## config.mk

```make
export PLATFORM = sky130hd
export DESIGN_NAME = abl_top
export DESIGN_NICKNAME = d
export VERILOG_FILES = /design/src/core/abl_pkg.sv /design/src/core/abl_top.sv
export VERILOG_INCLUDE_DIRS = /design/src /design/src/core
export SDC_FILE = /design/constraint.sdc
export NUM_CORES = 1
export LEC_CHECK = 0
export BUFFER_PORTS_ARGS = -buffer_cell sky130_fd_sc_hd__buf_4
export CELL_PAD_IN_SITES_DETAIL_PLACEMENT = 0
export CELL_PAD_IN_SITES_GLOBAL_PLACEMENT = 1
export CORE_MARGIN = 3
export CORE_UTILIZATION = 40
export CTS_CLUSTER_SIZE = 12
export DETAILED_ROUTE_END_ITERATION = 12
export PLACE_DENSITY_LB_ADDON = 0.1
export SLEW_MARGIN = 40
export SYNTH_ARGS = -nofsm -noshare
export SYNTH_HDL_FRONTEND = slang
export SYNTH_SLANG_ARGS = --single-unit
```

## constraint.sdc

```tcl
create_clock -name clk_sys -period 5.2 [get_ports clk_sys]
set_input_delay 0.26 -clock clk_sys [delete_from_list [all_inputs] [get_ports clk_sys]]
set_output_delay 0.26 -clock clk_sys [all_outputs]
set_load 0.01 [all_outputs]
```

## src/core/abl_map.svh

```systemverilog
// Offsets, field positions, reset values and encodings for the atomic byte and twin word load block
`ifndef ABL_MAP_SVH
`define ABL_MAP_SVH

`define ABL_OP_MEM        2'h3
`define ABL_OPS_BYTE_SET  6'h1D
`define ABL_OPS_TWIN_LOAD 6'h03

`define ABL_ASI_KERNEL       8'h04
`define ABL_ASI_KERNEL_LE    8'h0C
`define ABL_ASI_UVIEW_PRI    8'h10
`define ABL_ASI_UVIEW_SEC    8'h11
`define ABL_ASI_UVIEW_PRI_LE 8'h18
`define ABL_ASI_UVIEW_SEC_LE 8'h19
`define ABL_ASI_REAL         8'h14
`define ABL_ASI_REAL_LE      8'h1C
`define ABL_ASI_PRIMARY      8'h80
`define ABL_ASI_SECONDARY    8'h81
`define ABL_ASI_PRIMARY_LE   8'h88
`define ABL_ASI_SECONDARY_LE 8'h89
`define ABL_ASI_IMPLICIT     8'h80
`define ABL_ASI_IMPLICIT_LE  8'h88
`define ABL_ASI_LE_BIT       3
`define ABL_ASI_RESTR_LO     8'h30
`define ABL_ASI_RESTR_HI     8'h7F

`define ABL_OFS_CTRL       12'h000
`define ABL_OFS_ASI        12'h004
`define ABL_OFS_STATUS     12'h008
`define ABL_OFS_TRAP_COUNT 12'h00C

`define ABL_CTRL_SUPER   0
`define ABL_CTRL_HYPER   1
`define ABL_CTRL_TWIN_HW 2
`define ABL_CTRL_LE      3
`define ABL_CTRL_RESET   4'h4
`define ABL_ASI_RESET    8'h80
`define ABL_STAT_BUSY    8

`define ABL_BYTE_ONES 8'hFF
`define ABL_SIZE_BYTE 1'b0
`define ABL_SIZE_DWRD 1'b1

`endif

```

## src/core/abl_pkg.sv

```systemverilog
// Types for the atomic byte and twin word load block
package abl_pkg;

	typedef enum logic [2:0] {
		ABL_TRAP_NONE,
		ABL_TRAP_ILLEGAL,
		ABL_TRAP_PRIV_ACTION,
		ABL_TRAP_INVALID_SPACE,
		ABL_TRAP_MISALIGNED,
		ABL_TRAP_UNIMPL_TWIN
	} abl_trap_t;

	typedef enum logic [2:0] {
		ABL_ST_IDLE,
		ABL_ST_READ,
		ABL_ST_WRITE,
		ABL_ST_WB_EVEN,
		ABL_ST_WB_ODD
	} abl_state_t;

endpackage : abl_pkg

```

## src/core/abl_top.sv

```systemverilog
// Decode and execution of the atomic byte-set load and the twin-word load, with an APB control slave
// Notes on behaviour
// [RL1] Decode byte-set from memory opcode, subfield 1D
// [RL2] Read byte, then write all ones
// [RL3] Fetched byte right-justified, upper bits zero
// [RL4] Read and write indivisible, no interrupts
// [RL5] Same-doubleword atomics complete serially
// [RL6] Space from instruction field or register
// [RL7] Unprivileged with space bit7 clear traps
// [RL8] Supervisor with space 30..7F traps
// [RL9] Only listed spaces, else invalid-space trap
// [RL10] Byte-set address: a+b or a+imm
// [RL11] Decode twin load, subfield 03
// [RL12] Two words to even/odd, upper zeroed
// [RL13] Destination zero updates only register one
// [RL14] Twin address a+b or a+imm, implicit space
// [RL15] Little-endian swaps each word separately
// [RL16] Odd destination gives illegal instruction
// [RL17] Register form with bits 12:5 set illegal
// [RL18] Address not 8-aligned gives misalignment
// [RL19] Twin load is one indivisible access
// [RL20] Unimplemented twin load traps for emulation
// [RL21] Producer keeps destination lsb zero
// [RL22] Decode traps win over misalignment
`timescale 1ns/1ps
`default_nettype none
`include "abl_map.svh"

module abl_top
	import abl_pkg::*;
(
	input  wire logic        clk_sys,
	input  wire logic        rst_b,
	input  wire logic        psel,
	input  wire logic        penable,
	input  wire logic        pwrite,
	input  wire logic [11:0] paddr,
	input  wire logic [31:0] pwdata,
	output logic      [31:0] prdata,
	output logic             pready,
	output logic             pslverr,
	input  wire logic        instr_valid,
	input  wire logic [31:0] instr_word,
	input  wire logic [63:0] src_a_val,
	input  wire logic [63:0] src_b_val,
	output logic             instr_ready,
	output logic             irq_hold,
	output logic             mem_req,
	output logic             mem_we,
	output logic             mem_lock,
	output logic             mem_size,
	output logic      [63:0] mem_addr,
	output logic       [7:0] mem_asi,
	output logic      [63:0] mem_wdata,
	input  wire logic        mem_ack,
	input  wire logic [63:0] mem_rdata,
	output logic             wb_valid,
	output logic       [4:0] wb_reg,
	output logic      [63:0] wb_data,
	output logic             trap_valid,
	output logic       [2:0] trap_code
);

	typedef struct packed {
		abl_state_t  st;
		logic [3:0]  ctrl;
		logic [7:0]  asi_reg;
		abl_trap_t   last_trap;
		logic [15:0] trap_count;
		logic [31:0] prdata;
		logic        pready;
		logic        pslverr;
		logic        instr_ready;
		logic        irq_hold;
		logic        mem_req;
		logic        mem_we;
		logic        mem_lock;
		logic        mem_size;
		logic [63:0] mem_addr;
		logic [7:0]  mem_asi;
		logic [63:0] mem_wdata;
		logic [4:0]  rd;
		logic        le;
		logic [63:0] rdata;
		logic        wb_valid;
		logic [4:0]  wb_reg;
		logic [63:0] wb_data;
		logic        trap_valid;
		logic [2:0]  trap_code;
	} abl_regs_t;

	abl_regs_t r;
	abl_regs_t next_r;

	function automatic logic [31:0] swap32(input logic [31:0] w);
		swap32 = {w[7:0], w[15:8], w[23:16], w[31:24]};
	endfunction : swap32

	function automatic logic space_ok(input logic [7:0] a);
		case (a)
			`ABL_ASI_KERNEL, `ABL_ASI_KERNEL_LE,
			`ABL_ASI_UVIEW_PRI, `ABL_ASI_UVIEW_PRI_LE,
			`ABL_ASI_UVIEW_SEC, `ABL_ASI_UVIEW_SEC_LE,
			`ABL_ASI_REAL, `ABL_ASI_REAL_LE,
			`ABL_ASI_PRIMARY, `ABL_ASI_PRIMARY_LE,
			`ABL_ASI_SECONDARY, `ABL_ASI_SECONDARY_LE: space_ok = 1'b1;
			default: space_ok = 1'b0;
		endcase
	endfunction : space_ok

	// Instruction fields
	logic [1:0]  opcode_major;
	logic [5:0]  opcode_subfield;
	logic [4:0]  dest_reg;
	logic        imm_sel;
	logic [7:0]  imm_space;
	logic [63:0] signed_imm_13;
	logic [63:0] eff_addr;
	logic [7:0]  sel_space;
	logic        is_byte_set;
	logic        is_twin;
	logic        supervisor_flag;
	logic        hypervisor_flag;
	logic        apb_hit;
	logic        take;
	abl_trap_t   dec_trap;

	assign opcode_major    = instr_word[31:30];
	assign opcode_subfield = instr_word[24:19];
	assign dest_reg        = instr_word[29:25];
	assign imm_sel         = instr_word[13];
	assign imm_space       = instr_word[12:5];
	assign signed_imm_13   = {{51{instr_word[12]}}, instr_word[12:0]};
	assign supervisor_flag = r.ctrl[`ABL_CTRL_SUPER];
	assign hypervisor_flag = r.ctrl[`ABL_CTRL_HYPER];
	assign is_byte_set = (opcode_major == `ABL_OP_MEM) && (opcode_subfield == `ABL_OPS_BYTE_SET); // RL1
	assign is_twin = (opcode_major == `ABL_OP_MEM) && (opcode_subfield == `ABL_OPS_TWIN_LOAD); // RL11
	assign eff_addr = src_a_val + (imm_sel ? signed_imm_13 : src_b_val); // RL10 RL14
	assign sel_space = imm_sel ? r.asi_reg : imm_space; // RL6
	assign take = instr_valid && r.instr_ready && (is_byte_set || is_twin);

	// Decode-time checks come first so they mask misalignment
	always_comb begin
		dec_trap = ABL_TRAP_NONE;
		if (is_twin) begin
			if (!r.ctrl[`ABL_CTRL_TWIN_HW]) begin
				dec_trap = ABL_TRAP_UNIMPL_TWIN; // RL20
			end else if (dest_reg[0]) begin
				dec_trap = ABL_TRAP_ILLEGAL; // RL16
			end else if (!imm_sel && (imm_space != 8'h00)) begin
				dec_trap = ABL_TRAP_ILLEGAL; // RL17
			end else if (eff_addr[2:0] != 3'h0) begin
				dec_trap = ABL_TRAP_MISALIGNED; // RL18 RL22
			end
		end else if (is_byte_set) begin
			if (!supervisor_flag && !hypervisor_flag && !sel_space[7]) begin
				dec_trap = ABL_TRAP_PRIV_ACTION; // RL7
			end else if (supervisor_flag && !hypervisor_flag && (sel_space >= `ABL_ASI_RESTR_LO)
				&& (sel_space <= `ABL_ASI_RESTR_HI)) begin
				dec_trap = ABL_TRAP_PRIV_ACTION; // RL8
			end else if (!space_ok(sel_space)) begin
				dec_trap = ABL_TRAP_INVALID_SPACE; // RL9
			end
		end
	end

	assign apb_hit = (paddr == `ABL_OFS_CTRL) || (paddr == `ABL_OFS_ASI)
		|| (paddr == `ABL_OFS_STATUS) || (paddr == `ABL_OFS_TRAP_COUNT);

	always_comb begin
		next_r = r;
		next_r.wb_valid = 1'b0;
		next_r.trap_valid = 1'b0;
		next_r.pready = 1'b0;
		next_r.pslverr = 1'b0;

		// APB: answer one cycle into the access phase
		if (psel && penable && !r.pready) begin
			next_r.pready = 1'b1;
			next_r.pslverr = !apb_hit;
			next_r.prdata = 32'h0000_0000;
			if (pwrite) begin
				if (paddr == `ABL_OFS_CTRL) begin
					next_r.ctrl = pwdata[3:0];
				end
				if (paddr == `ABL_OFS_ASI) begin
					next_r.asi_reg = pwdata[7:0];
				end
			end else begin
				case (paddr)
					`ABL_OFS_CTRL: next_r.prdata = {28'h0000000, r.ctrl};
					`ABL_OFS_ASI: next_r.prdata = {24'h000000, r.asi_reg};
					`ABL_OFS_STATUS: next_r.prdata = {23'h000000, r.irq_hold, 5'h00, r.last_trap};
					`ABL_OFS_TRAP_COUNT: next_r.prdata = {16'h0000, r.trap_count};
					default: next_r.prdata = 32'h0000_0000;
				endcase
			end
		end

		case (r.st)
			ABL_ST_IDLE: begin
				if (take) begin
					next_r.rd = dest_reg;
					next_r.last_trap = dec_trap;
					if (dec_trap != ABL_TRAP_NONE) begin
						next_r.trap_valid = 1'b1;
						next_r.trap_code = dec_trap;
						next_r.trap_count = r.trap_count + 16'h0001;
					end else begin
						// Interrupts held off for the whole sequence
						next_r.instr_ready = 1'b0;
						next_r.irq_hold = 1'b1; // RL4
						next_r.mem_req = 1'b1;
						next_r.mem_we = 1'b0;
						next_r.mem_addr = eff_addr;
						if (is_byte_set) begin
							next_r.mem_asi = sel_space;
							next_r.mem_size = `ABL_SIZE_BYTE;
							next_r.mem_lock = 1'b1; // RL4 RL5
						end else begin
							next_r.mem_asi = r.ctrl[`ABL_CTRL_LE] ? `ABL_ASI_IMPLICIT_LE : `ABL_ASI_IMPLICIT; // RL14
							next_r.mem_size = `ABL_SIZE_DWRD; // RL19
							next_r.mem_lock = 1'b0;
						end
						next_r.le = is_twin && r.ctrl[`ABL_CTRL_LE];
						next_r.st = ABL_ST_READ;
					end
				end
			end
			ABL_ST_READ: begin
				if (mem_ack) begin
					next_r.rdata = mem_rdata;
					if (r.mem_size == `ABL_SIZE_BYTE) begin
						// Lock stays up so no other master gets between read and write
						next_r.mem_we = 1'b1; // RL2
						next_r.mem_wdata = {56'h0, `ABL_BYTE_ONES}; // RL2
						next_r.st = ABL_ST_WRITE;
					end else begin
						next_r.mem_req = 1'b0;
						next_r.st = (r.rd == 5'h00) ? ABL_ST_WB_ODD : ABL_ST_WB_EVEN; // RL13
					end
				end
			end
			ABL_ST_WRITE: begin
				if (mem_ack) begin
					next_r.mem_req = 1'b0;
					next_r.mem_we = 1'b0;
					next_r.mem_lock = 1'b0;
					next_r.wb_valid = 1'b1;
					next_r.wb_reg = r.rd;
					next_r.wb_data = {56'h0, r.rdata[7:0]}; // RL3
					next_r.instr_ready = 1'b1;
					next_r.irq_hold = 1'b0;
					next_r.st = ABL_ST_IDLE;
				end
			end
			ABL_ST_WB_EVEN: begin
				next_r.wb_valid = 1'b1;
				next_r.wb_reg = r.rd;
				next_r.wb_data = {32'h0, r.le ? swap32(r.rdata[63:32]) : r.rdata[63:32]}; // RL12 RL15
				next_r.st = ABL_ST_WB_ODD;
			end
			ABL_ST_WB_ODD: begin
				next_r.wb_valid = 1'b1;
				next_r.wb_reg = {r.rd[4:1], 1'b1}; // RL21
				next_r.wb_data = {32'h0, r.le ? swap32(r.rdata[31:0]) : r.rdata[31:0]}; // RL12 RL15
				next_r.instr_ready = 1'b1;
				next_r.irq_hold = 1'b0;
				next_r.st = ABL_ST_IDLE;
			end
			default: begin
				next_r.st = ABL_ST_IDLE;
			end
		endcase
	end

	always_ff @(posedge clk_sys) begin
		if (!rst_b) begin
			r <= '0;
			r.st <= ABL_ST_IDLE;
			r.ctrl <= `ABL_CTRL_RESET;
			r.asi_reg <= `ABL_ASI_RESET;
			r.last_trap <= ABL_TRAP_NONE;
			r.instr_ready <= 1'b1;
		end else begin
			r <= next_r;
		end
	end

	assign prdata      = r.prdata;
	assign pready      = r.pready;
	assign pslverr     = r.pslverr;
	assign instr_ready = r.instr_ready;
	assign irq_hold    = r.irq_hold;
	assign mem_req     = r.mem_req;
	assign mem_we      = r.mem_we;
	assign mem_lock    = r.mem_lock;
	assign mem_size    = r.mem_size;
	assign mem_addr    = r.mem_addr;
	assign mem_asi     = r.mem_asi;
	assign mem_wdata   = r.mem_wdata;
	assign wb_valid    = r.wb_valid;
	assign wb_reg      = r.wb_reg;
	assign wb_data     = r.wb_data;
	assign trap_valid  = r.trap_valid;
	assign trap_code   = r.trap_code;

endmodule : abl_top

`default_nettype wire

```

# After elaboration in Yosys (flattened, before gate mapping)
# Index checks and enable logic that the tools add are counted.
[word_totals] ff_bits=275 inputBits=275 output_inout_bits=250 elab_cells=151
[classes] n_mux=43 addsub=2 eq_ne=28 n_reduce_logical=49 n_lt_le_gt_ge=2 n_bitwise=2
[op_table] op="70-bit case mux with 3 select lines" n=1
[op_table] op="78-bit two-way mux" n=2
[op_table] op="70-bit two-way mux" n=1
[op_table] op="64-bit adder" n=1
[op_table] op="32-bit two-way mux" n=2
[op_table] op="64-bit two-way mux" n=1
[op_table] op="16-bit case mux with 4 select lines" n=1
[op_table] op="8-bit by 5-bit equality test with 1-bit output, second input constant" n=6
[op_table] op="3-bit two-way mux" n=11
[op_table] op="8-bit equality test, second input constant" n=4
[op_table] op="12-bit by 4-bit equality test with 1-bit output, second input constant" n=2
[op_table] op="3-bit AND reduction" n=6
[op_table] op="16-bit by 1-bit adder with 16-bit output, second input constant" n=1
[op_table] op="16-bit two-way mux" n=1
[op_table] op="8-bit two-way mux" n=2
[op_table] op="3-bit nonzero test" n=5
[op_table] op="2-bit two-way mux" n=7
[op_table] op="1-bit logical AND" n=13
[op_table] op="12-bit by 3-bit equality test with 1-bit output, second input constant" n=1
[op_table] op="12-bit logical NOT" n=1
[op_table] op="2-bit != test, second input constant" n=6
[op_table] op="2-bit case mux with 3 select lines" n=2
[op_table] op="3-bit case mux with 4 select lines" n=1
[op_table] op="4-bit AND reduction" n=3
[op_table] op="other kinds (24)" n=45

# Logic depth before layout (Yosys ltp)
[depth] word_depth=17 ltp_mapped=18 mapped_depth_nobuf=13

# Least setup slack after synthesis
# OpenSTA, ideal clock, no wires.
[synth_path] kind="input -> register" start="input instr_word[13]" end="register r, in the netlist mem_addr[60]" path_stages=16 path_buffers=3 required_ns=5.127 arrival_ns=3.617 setup_ns=0.073 setup_slack_ns=1.510 cell_sequence="buf_6 -> clkbuf_1 -> buf_1 -> mux2_2 -> ha_1 -> inv_1 -> fa_1 -> nor2b_1 -> o2111ai_1 -> a31o_2 -> a311oi_2 -> a211o_1 -> a211o_1 -> a311o_1 -> a21o_1 -> o211ai_2"
[synth_between] elab_chain_len=16 elab_cells_between_ends=42 classes_between="1 x add/sub; 2 x order compare; 12 x eq/ne; 16 x mux; 1 x bitwise; 10 x reduce/logical"
[synth_rtl] item="start, declared" line_no="abl_top.sv:43" rtl="input wire logic [31:0] instr_word,"
[synth_rtl] item="branches (longest 16 deep; another with 64-bit adder)"
[synth_rtl] item="end signal, assigned" line_no="abl_top.sv:286" rtl="r <= next_r;"
[synth_rtl] item="end, declared" line_no="abl_top.sv:92" rtl="abl_regs_t r;"
# Parallel ways; which one is timed is not known. The select of a mux whose other input is x is not followed.
# A chain may end at the register's enable or synchronous reset.

# Worst setup path in the final report
[layout_path] start="input instr_word[13]" end="register r, in the netlist mem_addr[57]"
# The elaborated chain is that of the path after synthesis.

==> results.yml <==
finish:
  largest-register: "r"
  syn2layout_area_growth_pct: 22.3
  num-nets-final: 2678
  utilization: 0.500
  largest_reg_flops: 103
  drive_gt1_frac: 0.214
  fin_area_sq_um: 19500
placement:
  gp_congestion: 0.893
  dp.final_hpwl_mm: 40.3
  port-buffer-count: 391
  place_ws_ns: 0.984
  place_area_sq_um: 17700
timing:
  holdWs_ns: 0.0179
  clock_skew_ns: 0.0156
  fin_crit_ns: 3.70
  fin_ws_ns: 1.50
  fmax_mhz: 270
  slew_headroom: 0.477
  hold_viol_final: 0
  worst_slew_pin_slew_ns: 0.785
  slew_viol_final: 0
  post-route-period-util: 0.711
  rsz0062_at_grt: "false"
  setup_viol: 0
  setup_tns_ns: 0
route:
  wl_met3_mm: 4.24
  drcViolationCount: 0
  met1_length_mm: 23.9
  drt_iter0_drc: 1025
  vias: 15100
  dr_wl_met2_mm: 24.0
  routed_wirelength_mm: 53.3
  detail_route.first_pass.iterations: 5
  vias_per_cell: 5.23
  post_drt_wl_per_cell_um: 18.5
  ant_nets: 0
  highest_layer: "met4"
clocking:
  cts_setup_buffers: 0
  clk_pin_slew_worst_paths_ns: 0.06
  htreeDepth: 1
  root_buffer: "clkbuf_16"
  cts_tree: "yes"
  clk_path_buf_depth: 3
  numCtsBuffers: 29
  clock_sinks: 243
  cts.repair.resized: 0
  clock_latency_ns: 0.58
logic_synthesis:
  avgSynthCellArea_sq_um: 7.64
  synth_edf_count: 0
  ys_seq_area_frac: 0.305
  yosys-top-cells-area: "dfxtp_1 31%, buf_4 11%, a21oi_1 6.8%, nand2_1 6.5%, ha_1 5.0%"
  syn-cell-area_sq_um: 15900
  ys_async_sr_fraction: 0
  yosys_warnings: 0
  ys_types: 87
  synth.top_cell.area_share: 0.305
  yosys_most_used_dff: "dfxtp_1"
  syn_inst: 2086
  ys_ff_latch: 243
  synth_top_area_cell: "dfxtp_1"
grt:
  grt_max_degree: 79
  grt_pass1_wl_mm: 79.3
  grt_pass1_vias: 14100
  grt_usage: 0.236
  antenna_found_initial: 4
  grt-ovfl-total: 0
critical_path:
  cp.required_ns: 5.67
  arrival_ns: 4.17
  crit_family: "compound AO/OA/AOI/OAI gates"
  cp_slowest_cell: "ha_1"
  slowest_delay_ns: 0.42
  crit_path_end_kind: "flop"
  start_kind: "input pin"
  path_class: "input pin to flop"
  cp_max_fo: 52
  crit_buf_inv: 2
  path_cells: "buf_4 -> nand2_1 -> buf_4 -> o21ai_0 -> ha_1 -> a21oi_1 -> o211ai_1 -> a21bo_2 -> a221o_1 -> o211ai_1 -> a31oi_1 -> o21ai_0 -> mux2i_1 -> nand3_1"
die:
  ios: 525
  design.core.area_sq_um: 39000
  die_h_um: 206
  initial_utilization: 0.409
  rows: 72
  dieWidth_um: 206
  die-area_sq_um: 42300
run:
  drv_cap: 0
outcome:
  status: "completed"
power_and_ir_drop:
  power_leakage_nw: 8.44
  p_sw_frac: 0.293
  p_sw_mw: 1.44
  combPwrFrac: 0.206
  p_clk_frac: 0.413
  vdd_ir_drop_max_uv: 249
  p_per_area_nw_per_um2: 252
  p_int_mw: 3.48
  pwr-share-seq: 0.380
hold_path:
  hold_path.class: "input pin to flop"
[per-layer routing]
layer / vias up / track usage
met3: 63 / 0.0446
li1: 7400 / -
met2: 536 / 0.378
met1: 7070 / 0.327
met4: 0 / 0.0591
met5: - / 0
[final cells by class]
cell class	instances	area, sq um
sequential	243	4860
antenna	3	7.51
timing repair buffer	489	3880
clock inverter	6	48.8
tap	518	648
fill	3886	19500
multi-input combinational	1498	8860
clock buffer	47	903
inverter	77	294
[power groups by stage]
stage | Combinational (mW) | Clock [mW] | Sequential [mW]
6_report | 1.01 | 2.03 | 1.87
5_1_grt | 1.11 | 2.16 | 1.87
4_1_cts | 1.00 | 2.07 | 1.87
3_5_place_dp | 0.946 | 0 | 1.91
3_3_place_gp | 0.946 | 0 | 1.91
2_1_floorplan | 0.669 | 0 | 1.91
[final timing paths]
path / from / endpoint / slack (ns) / cells after the start
hold reg to reg: r[99] / r[99] / 0.45 / 2
setup reg to reg: r[346] / mem_addr[25] / 2.40 / 10
hold / removal: paddr[8] / pslverr / 0.02 / 4
setup / recovery: instr_word[13] / mem_addr[57] / 1.50 / 14
[logic make-up after synthesis]
group           synth area share
other cells             0.000235
fa+ha+maj                 0.0515
mux                       0.0508
buf+inv                    0.165
compound gates             0.212
xor+xnor                  0.0313
simple gates               0.183
flops                      0.305
[cells in the final DEF, fill, tap and decap left out, drive strengths merged, types with 11 or more instances in the layout]
master       Yosys  routed
nor2b           11      11
or3             16      16
xor2            31      31
a21o            33      33
mux2i           58      58
a21oi          220     220
o211ai          13      13
dlygate4sd3      0      79
a31oi           21      21
o21ai          120     120
buf            273     410
clkbuf          98      47
and2            13      13
a211oi          12      12
conb             1     104
mux2            14      14
nor3            22      22
a22oi           42      42
nor2           163     163
dfxtp          243     243
nand3           54      54
xnor2           26      26
nand2          279     279
o21bai          12      12
nand4           29      29
ha              64      64
inv             77      78
[synth_stat cells (all sizes together) (22+ instances only)]
master / number
a21o: 33
clkbuf: 98
nor2: 163
a21oi: 220
buf: 273
nand4: 29
o21ai: 120
nand3: 54
inv: 77
nand2: 279
xor2: 31
nor3: 22
xnor2: 26
ha: 64
mux2i: 58
dfxtp: 243
a22oi: 42
[through the flow]
step | total power [mW] | cells
final | 4.92 | 2881
after floorplan | 2.58 | 2189
after global routing | 5.14 | 2880
after detailed placement | 2.86 | 2745
after global placement | 2.86 | 2745
after CTS | 4.95 | 2877
[what timing repair did]
item                                    4_1_cts  5_1_grt
endpoints found under the setup margin        0        0
hold endpoints to repair                     82        0
hold buffers                                 79        0
[tightest hold or removal path, cell delays in order]
cell and delay, ns:
buf_4 0.08, nor4_1 0.03, nand3_1 0.08, and2_1 0.11
Power figures use the tool's default switching activity.
